[src/emr_cfg.svh]
// Register offsets, field positions, reset values and masks of the error message router
`ifndef EMR_CFG_SVH
`define EMR_CFG_SVH

// Register indices; byte address is four times the index
`define EMR_IDX_SERR_EN     12'h0ca
`define EMR_IDX_SMI_EN      12'h0cc
`define EMR_IDX_SCI_EN      12'h0ce
`define EMR_IDX_SCRATCH     12'h0de
`define EMR_IDX_PENDING     12'h0d0

// Reset values
`define EMR_RST_SERR_EN     16'h0000
`define EMR_RST_SMI_EN      16'h0000
`define EMR_RST_SCI_EN      16'h0000
`define EMR_RST_SCRATCH     16'h0000

// Implemented bits; all others are reserved
`define EMR_MASK_SERR_EN    16'h027f
`define EMR_MASK_SMI_EN     16'h0003
`define EMR_MASK_SCI_EN     16'h0003

// Field positions shared by the flags and the enables
`define EMR_BIT_SINGLE_ECC  0
`define EMR_BIT_MULTI_ECC   1
`define EMR_BIT_BAD_ENTRY   2
`define EMR_BIT_INVALID_AGP 3
`define EMR_BIT_OUT_APERT   4
`define EMR_BIT_UNIMPL_SC   5
`define EMR_BIT_TGT_ABORT   6
`define EMR_BIT_NONDRAM_LK  9

`endif

[src/emr_pkg.sv]
// Types of the error message router
package emr_pkg;

    // Kind of error message sent on the hub link
    typedef enum logic [1:0] {
        EMR_KIND_SERR,
        EMR_KIND_SMI,
        EMR_KIND_SCI
    } emr_kind_t;

    // One message request toward the hub link
    typedef struct packed {
        logic      valid;
        emr_kind_t kind;
        logic [3:0] source;
    } emr_msg_t;

endpackage

[src/emr_router.sv]
// Error message router: enable registers, scratchpad and hub link message requests
//
// The APB slave port was chosen for this implementation.
`timescale 1ns/10ps
`include "emr_cfg.svh"

module emr_router #(
    parameter int FLAG_W = 16  // Width of the error status flag vector
) (
    // Clock and reset
    input  wire logic              CLK_SYS,
    input  wire logic              NRST,
    // APB slave
    input  wire logic              PSEL,
    input  wire logic              PENABLE,
    input  wire logic              PWRITE,
    input  wire logic [11:0]       PADDR,
    input  wire logic [31:0]       PWDATA,
    output logic      [31:0]       PRDATA,
    output logic                   PREADY,
    output logic                   PSLVERR,
    // Error status flags and global SERR enable from the host bridge
    input  wire logic [FLAG_W-1:0] ERR_FLAGS,
    input  wire logic              PCI_SERR_EN,
    // Message request toward the hub link
    output emr_pkg::emr_msg_t      MSG,
    input  wire logic              MSG_READY
);

    logic [15:0]             serr_enable_q;  // SERR enable register
    logic [15:0]             smi_enable_q;   // SMI enable register
    logic [15:0]             sci_enable_q;   // SCI enable register
    logic [15:0]             scratchpad_q;   // Scratchpad, no function
    logic [FLAG_W-1:0]       flags_prev_q;   // Flags one cycle ago
    logic [FLAG_W-1:0]       rise;           // Zero-to-one flag transitions
    logic [FLAG_W-1:0]       pend_q;         // Occurrences awaiting a message
    emr_pkg::emr_kind_t      kind_q [FLAG_W]; // Kind chosen at occurrence
    logic [FLAG_W-1:0]       take;           // One-hot pick being loaded
    logic                    load;           // Output slot free and work pending
    logic [3:0]              pick_idx;       // Index of lowest pending flag
    emr_pkg::emr_msg_t       msg_q;          // Registered message request
    logic                    wr_en;          // APB write strobe
    logic                    rd_hit;         // Address maps to a register
    logic [11:0]             idx;            // Word index from address, zero-extended

    // Registers answer in the access phase with no wait states
    assign PREADY = 1'b1;
    assign idx    = {2'b00, PADDR[11:2]};
    assign wr_en  = PSEL & PENABLE & PWRITE;
    assign MSG    = msg_q;

    // Address decode; anything else is refused with an error
    always_comb
    begin
        rd_hit = 1'b1;
        PRDATA = 32'h0000_0000;
        if (idx == `EMR_IDX_SERR_EN)
        begin
            PRDATA = {16'h0000, serr_enable_q};
        end
        else if (idx == `EMR_IDX_SMI_EN)
        begin
            PRDATA = {16'h0000, smi_enable_q};
        end
        else if (idx == `EMR_IDX_SCI_EN)
        begin
            PRDATA = {16'h0000, sci_enable_q};
        end
        else if (idx == `EMR_IDX_SCRATCH)
        begin
            PRDATA = {16'h0000, scratchpad_q};
        end
        else if (idx == `EMR_IDX_PENDING)
        begin
            // Live view of queued occurrences
            PRDATA = 32'(pend_q);
        end
        else
        begin
            rd_hit = 1'b0;
        end
    end

    // Error reply only at the completing edge of an unmapped access
    assign PSLVERR = PSEL & PENABLE & ~rd_hit;

    // Enable registers; reserved bits held at zero
    always_ff @(posedge CLK_SYS)
    begin
        if (!NRST)
        begin
            serr_enable_q <= `EMR_RST_SERR_EN;
            smi_enable_q  <= `EMR_RST_SMI_EN;
            sci_enable_q  <= `EMR_RST_SCI_EN;
        end
        else if (wr_en)
        begin
            if (idx == `EMR_IDX_SERR_EN)
            begin
                serr_enable_q <= PWDATA[15:0] & `EMR_MASK_SERR_EN;
            end
            else if (idx == `EMR_IDX_SMI_EN)
            begin
                smi_enable_q <= PWDATA[15:0] & `EMR_MASK_SMI_EN;
            end
            else if (idx == `EMR_IDX_SCI_EN)
            begin
                sci_enable_q <= PWDATA[15:0] & `EMR_MASK_SCI_EN;
            end
        end
    end

    // Scratchpad: storage only, read by nothing but the bus
    always_ff @(posedge CLK_SYS)
    begin
        if (!NRST)
        begin
            scratchpad_q <= `EMR_RST_SCRATCH;
        end
        else if (wr_en && idx == `EMR_IDX_SCRATCH)
        begin
            scratchpad_q <= PWDATA[15:0];
        end
    end

    // Flag history for edge detection; flags come from same-clock logic
    always_ff @(posedge CLK_SYS)
    begin
        if (!NRST)
        begin
            flags_prev_q <= '0;
        end
        else
        begin
            flags_prev_q <= ERR_FLAGS;
        end
    end

    // Flags are inputs, set outside regardless of enables
    assign rise = ERR_FLAGS & ~flags_prev_q;

    // Lowest pending flag wins the output slot
    always_comb
    begin
        pick_idx = 4'h0;
        take     = '0;
        for (int i = FLAG_W - 1; i >= 0; i--)
        begin
            if (pend_q[i])
            begin
                pick_idx = 4'(i);
            end
        end
        load = (!msg_q.valid || MSG_READY) && (pend_q != '0);
        if (load)
        begin
            take[pick_idx] = 1'b1;
        end
    end

    // Per-flag pending bit: one entry per flag, one kind per entry; a repeat occurrence while pending merges and overwrites the kind
    for (genvar g = 0; g < FLAG_W; g++)
    begin : g_flag
        logic serr_ok;  // SERR path open for this flag
        // Global SERR enable gates every SERR
        assign serr_ok = serr_enable_q[g] & PCI_SERR_EN;

        always_ff @(posedge CLK_SYS)
        begin
            if (!NRST)
            begin
                pend_q[g] <= 1'b0;
                kind_q[g] <= emr_pkg::EMR_KIND_SERR;
            end
            // A new edge wins over the entry being taken this cycle
            else if (rise[g] && (serr_ok || smi_enable_q[g] || sci_enable_q[g]))
            begin
                pend_q[g] <= 1'b1;
                // Exactly one kind, SERR before SMI before SCI
                // Only the ECC bits can pick SMI or SCI
                if (serr_ok)
                begin
                    kind_q[g] <= emr_pkg::EMR_KIND_SERR;
                end
                else if (smi_enable_q[g])
                begin
                    kind_q[g] <= emr_pkg::EMR_KIND_SMI;
                end
                else
                begin
                    kind_q[g] <= emr_pkg::EMR_KIND_SCI;
                end
            end
            else if (take[g])
            begin
                pend_q[g] <= 1'b0;
            end
        end
    end : g_flag

    // Output slot toward the hub link; held until MSG_READY
    always_ff @(posedge CLK_SYS)
    begin
        if (!NRST)
        begin
            msg_q <= '{valid: 1'b0, kind: emr_pkg::EMR_KIND_SERR, source: 4'h0};
        end
        // Enabled flag edge becomes a message
        // Message packet is the only SERR path
        else if (load)
        begin
            msg_q.valid  <= 1'b1;
            msg_q.kind   <= kind_q[pick_idx];
            msg_q.source <= pick_idx;
        end
        else if (MSG_READY)
        begin
            msg_q.valid <= 1'b0;
        end
    end

endmodule // emr_router

[config.mk]
export PLATFORM = sky130hd
export DESIGN_NAME = emr_router
export DESIGN_NICKNAME = d
export VERILOG_FILES = /design/src/emr_pkg.sv /design/src/emr_router.sv
export VERILOG_INCLUDE_DIRS = /design/src
export SDC_FILE = /design/constraint.sdc
export NUM_CORES = 1
export LEC_CHECK = 0
export BUFFER_PORTS_ARGS = -buffer_cell sky130_fd_sc_hd__clkbuf_2
export CORE_MARGIN = 5
export CORE_UTILIZATION = 46
export CTS_BUF_LIST = sky130_fd_sc_hd__clkbuf_8
export DETAILED_ROUTE_END_ITERATION = 8
export PLACE_DENSITY_LB_ADDON = 0.25
export SLEW_MARGIN = 20
export SYNTH_ARGS = -nofsm -noshare
export SYNTH_HDL_FRONTEND = slang
export SYNTH_SLANG_ARGS = --single-unit
export TNS_END_PERCENT = 50
[constraint.sdc]
create_clock -name CLK_SYS -period 1.65 [get_ports CLK_SYS]
set_input_delay 0.2475 -clock CLK_SYS [delete_from_list [all_inputs] [get_ports CLK_SYS]]
set_output_delay 0.2475 -clock CLK_SYS [all_outputs]
set_load 0.02 [all_outputs]
# Word-level counts from Yosys, hierarchy flattened
# Memory sizes are Yosys's and may differ from the RTL's. A register that Yosys moved wholly into a read port is not among the register bits.
# Index checks and enable logic that the tools add are counted.
classes:
  mux: 150
  shift: 0
  div: 0
  n_bitwise: 34
  mul: 0
  n_eq_ne: 5
  n_addsub: 0
  n_reduce_logical: 31
  magnitude_cmp: 2
ops:
  columns: ["operator", "n"]
  rows:
  - ["$mux W1", 109]
  - ["$mux W16", 5]
  - ["$mux W4", 16]
  - ["$eq A10 B8 Y1 const B", 5]
  - ["$mux W2", 18]
  - ["$mux W32", 1]
  - ["$or A1 B1 Y1", 18]
  - ["$reduce_bool A2 Y1", 9]
  - ["$reduce_bool A16 Y1", 1]
  - ["$and A1 B1 Y1", 11]
  - ["$logic_and A1 B1 Y1", 11]
  - ["$and A10 B10 Y10", 1]
  - ["$not A10 Y10", 1]
  - ["$logic_or A1 B1 Y1", 5]
  - ["$lt A4 B5 Y1 const B", 1]
  - ["$demux W1 S4", 1]
  - ["$ge A4 B1 Y1 const B", 1]
  - ["$reduce_and A4 Y1", 1]
  - ["$not A1 Y1", 3]
  - ["$reduce_and A3 Y1", 1]
  - ["$logic_not A1 Y1", 2]
  - ["$reduce_and A2 Y1", 1]
word_totals:
  ramBits: 32
  input_bits: 67
  latch_bits: 0
  romBits: 0
  mem_count: 1
  reg_bits: 59
  elab_cells: 246
mem_list:
  columns: ["memory", "depth", "width", "read_ports", "rd_clocked_by_memory_dff", "wr", "line_no", "text"]
  rows:
  - ["kind_q", 16, 2, 1, 1, 16, "emr_router.sv:37", "emr_pkg::emr_kind_t kind_q [FLAG_W];"]

# Logic depth before layout (Yosys ltp)
logic_depth:
  word_depth: 23
  ltp_mapped: 8
  ltp_nobuf: 5

# Worst setup path after synthesis
# Ideal clock, no wire load.
synth_timing:
  kind: "in2out"
  start: "in PADDR[10]"
  end: "out PRDATA[2]"
  stages: 6
  path_slack_ns: -0.269
  arrival_time_ns: 1.671
  cell_sequence: "and4bb_1 -> and4_1 -> buf_6 -> clkbuf_1 -> a21oi_1 -> o21ai_0"
synth_between:
  elab_chain_len: 6
  elab_cells_between_ends: 10
synth_lines:
  columns: ["item", "line_no", "text"]
  rows:
  - ["start, declared", "emr_router.sv:17", "input wire logic [11:0] PADDR,"]
  - ["$eq A10 B8 Y1 (no line)", null, null]
  - ["$mux W16", "emr_router.sv:73", "else if (idx == `EMR_IDX_PENDING)"]
  - ["$mux W16", "emr_router.sv:69", "else if (idx == `EMR_IDX_SCRATCH)"]
  - ["$mux W16", "emr_router.sv:65", "else if (idx == `EMR_IDX_SCI_EN)"]
  - ["$mux W16", "emr_router.sv:61", "else if (idx == `EMR_IDX_SMI_EN)"]
  - ["$mux W32 *", "emr_router.sv:57", "if (idx == `EMR_IDX_SERR_EN)"]
  - ["end, declared", "emr_router.sv:19", "output logic [31:0] PRDATA,"]
# Mark *: on every way between the ends. The rest lies on a longest branch, timed or not.

# Final worst setup path
layout_timing:
  start: "in PADDR[11]"
  end: "out PRDATA[1]"
# The elaborated chain is that of the path after synthesis.

==> results_dict.tcl <==
set metrics [dict create \
    status "finished, violations left" \
    failing_checks "setup timing" \
    final.fill_count 542 \
    post_drt_via_cell_ratio 5.160 \
    clk_transition_reported_paths_ps 70 \
    relative_contribution_of_combinational_cells_to_total_power 0.064 \
    setup_total_negative_slack_ps -760.1 \
    max-clock-path-buffers 2 \
    placed_cells_incl_taps 500 \
    critical_path.max_fanout 4 \
    chip_height_microns 89.95 \
    preCtsSetupSlack_ps -142.2 \
    worst_hold_path_type "input port to flop" \
    number_of_standard_cell_rows_in_the_floorplan 29 \
    cts_tree "built" \
    ys_warn_count 0 \
    ff2ff_path_depth 7 \
    globalRouteMet3Util 0.05676 \
    drt_first_iter_violations 147 \
    synth_xor_xnor_area_share 0 \
    seq_area_frac_synth 0.4494 \
    finish.instance_area_sq_um 3989 \
    yosys_most_used_dff "dfxtp_1" \
    synth-edff-count 10 \
    whs_ps 135.8 \
    use_met2 0.2933 \
    synth_largest_area_cell "dfxtp_1" \
    crit_slowest_cell "o32a_1" \
    grt_antenna_before_repair 0 \
    cts_hold_repair.buffers 0 \
    worst_path_largest_cell_delay_ps 410 \
    post_synth_num_cell_types 47 \
    clock_latency_reported_for_the_late_side_of_the_worst_skew_pair_ps 330 \
    synth_top_family_by_area "simple AND/OR/NAND/NOR gates" \
    first_global_vias 2582 \
    r2r_setup_slack_ps 0 \
    finish.utilization 0.6354 \
    syn-cell-area_sq_um 2940 \
    clock-root-buffer "clkbuf_8" \
    final_max_slew_viol_count 0 \
    synth.area.top_cells "dfxtp_1, edfxtp_1, mux2i_1" \
    clkSinkCount 61 \
    io_pins 108 \
    synth-adder-area-share 0 \
    finalHoldViolCount 0 \
    synthToLayoutAreaGrowth_pct 35.66 \
    yosys.area.top_type_share 0.3472 \
    muxShareOfSynthArea 0.08553 \
    core_area_sq_um 6277 \
    endpoint_kind "primary output" \
    crit_path_start_kind "input port" \
    initial_utilization 0.4684 \
    ant_nets 0 \
    grt_max_degree 24 \
    count_of_unresolved_drc_violations_after_routing 0 \
    synth.top_cells.by_count "dfxtp_1, nand2_1, nor2_1" \
    period_minus_slack_ps 1776 \
    timing.hold.worst_path_depth 2 \
    worst_ir_drop_on_vdd_mv 0.7887 \
    netSwitchingFraction 0.2373 \
    final.setup_skew_ps 7.810 \
    post-route-worst-setup-slack_ps -125.6 \
    timing.max_cap.violations 0 \
    route.final.wire_length_mm 7.438 \
    cts_made_buffers 9 \
    post_drt_wl_per_cell_microns 14.30 \
    layout-drive-gt1-share 0.3363 \
    dr_total_vias 2683 \
    rsz0062_at_grt "true" \
    overall_power_of_the_completed_layout_mw 3.016 \
    ys_async_sr_fraction 0 \
    power-per-cell-area_nw_per_um2 756.1 \
    syn_inst 331 \
    finalCritPeriodShare 1.076 \
    drtPass1Iterations 4 \
    power.leakage_nw 1.666 \
    cts_htree_levels 3 \
    grt_pass1_wl_mm 12.14 \
    r2r-end "MSG[5]" \
    setup.worst_path.class "input port to primary output" \
    grt-ovfl-total 0 \
    gp_routability_congestion 0.8465 \
    crit_arrival_ps 1530 \
    internal_power_consumption_mw 2.300 \
    grt.met1_usage 0.2281 \
    hpwlAfterDp_mm 5.492 \
    yosys.area_share.simple 0.2400 \
    synth.most_common_cell "dfxtp_1" \
    ys_ff_latch 61 \
    port-buffer-count 64 \
    worst_reg2reg_startpoint "pend_q[5]" \
    share_seq_of_total_power 0.512 \
    timing.critical_path.cells "clkbuf_2, and4bb_1, nand4b_1, o32a_1, a21oi_2, clkbuf_8" \
    power.share.clock 0.424 \
    fin_nets 505 \
    die-width_microns 89.95 \
    post_route_non_filler_standard_cell_count 520 \
    area_of_the_die_sq_um 8091 \
    min-delay-start "ERR_FLAGS[0]" \
    synth.avg_cell_area_sq_um 8.883 \
    place_area_sq_um 3567 \
    grt_busiest_layer "met2" \
    data_required_critical_path_ps 1400 \
    synth_compound_area_frac 0.1374 \
    holdPathEnd "flags_prev_q[0]" \
    antenna-diode-count 0 \
    power_dissipated_by_switching_net_loads_mw 0.7156 \
    global_route.usage.total 0.1792 \
    report.final.setup_viol 13 \
    max_clock_freq_ghz 0.5632 \
]
kinds of logic after synthesis:
kind of cell,Yosys count
AND/OR/NAND/NOR,139
AO/OA/AOI/OAI,64
flip-flops,61
buffers and inverters,40
multiplexers,25
other,2
per-layer routing:
layer  vias up  part of all wire
met5         -                 0
met3         6             0.077
li1       1339                 -
met1      1242              0.44
met4         0            0.0065
met2        96              0.48
final cells by class:
class                   count  area, sq um  area share
repair buffers            109        792.0      0.1986
multi-input cells         251         1564      0.3921
inverters                   6        22.52    0.005646
flip-flops and latches     61         1324      0.3319
clock buffers               9        123.9     0.03105
clock inverters             7        66.31     0.01662
well taps                  77        96.34     0.02415
layout by cell type (no fill, tap or decap), types with 3 or more instances in the layout:
cell       n
clkbuf_2  49
a21oi_1   17
nand3_1   14
nor2_1    35
nand4b_1   7
and2_1    13
edfxtp_1  10
conb_1    23
nand2b_1   6
nand2_1   34
o21ai_1    5
mux2i_1   23
dfxtp_1   49
nor3_1     6
buf_6     12
o21ai_0   16
buf_12     3
buf_4     43
inv_1      7
clkbuf_8  10
nor2b_1    5
power groups by stage:
stage	Combinational (mW)	Clock [mW]	Sequential (mW)
after global routing	0.212	1.37	1.54
after CTS	0.189	1.31	1.54
final	0.193	1.28	1.54
after floorplan	0.127	0	1.57
after detailed placement	0.188	0	1.58
after global placement	0.184	0	1.58
state kept, by name, summed over array words and instances (netlist names):
name / count
serr_enable_q: 8
sci_enable_q: 2
smi_enable_q: 2
kind_q: 10
flags_prev_q: 8
scratchpad_q: 16
MSG: 7
pend_q: 8
worst max-delay path by stage:
| stage | from | to | depth (start not counted) |
|---|---|---|---|
| floorplan | PADDR[11] | PRDATA[1] | 4 |
| global placement | PADDR[11] | PRDATA[1] | 8 |
| detailed placement | PADDR[11] | PRDATA[0] | 7 |
| CTS | PADDR[10] | PRDATA[1] | 6 |
| global route | PADDR[11] | PRDATA[5] | 7 |
| finish | PADDR[11] | PRDATA[1] | 6 |
worst max-delay path, delay by kind of cell:
kind / cells / cell delay (ps)
buffers and inverters: 2 / 240
AND/OR/NAND/NOR: 2 / 520
AO/OA/AOI/OAI: 2 / 530
repair_timing:
action | 4_1_cts | 5_1_grt
endpoints found under the hold margin | 0 | 0
gates cloned | 0 | 0
buffers inserted | 0 | 4
pin swaps | 8 | 12
resized for setup | 22 | 50
endpoints found under the setup margin | 12 | 23
Note: power is estimated with default switching activity, not from simulation.
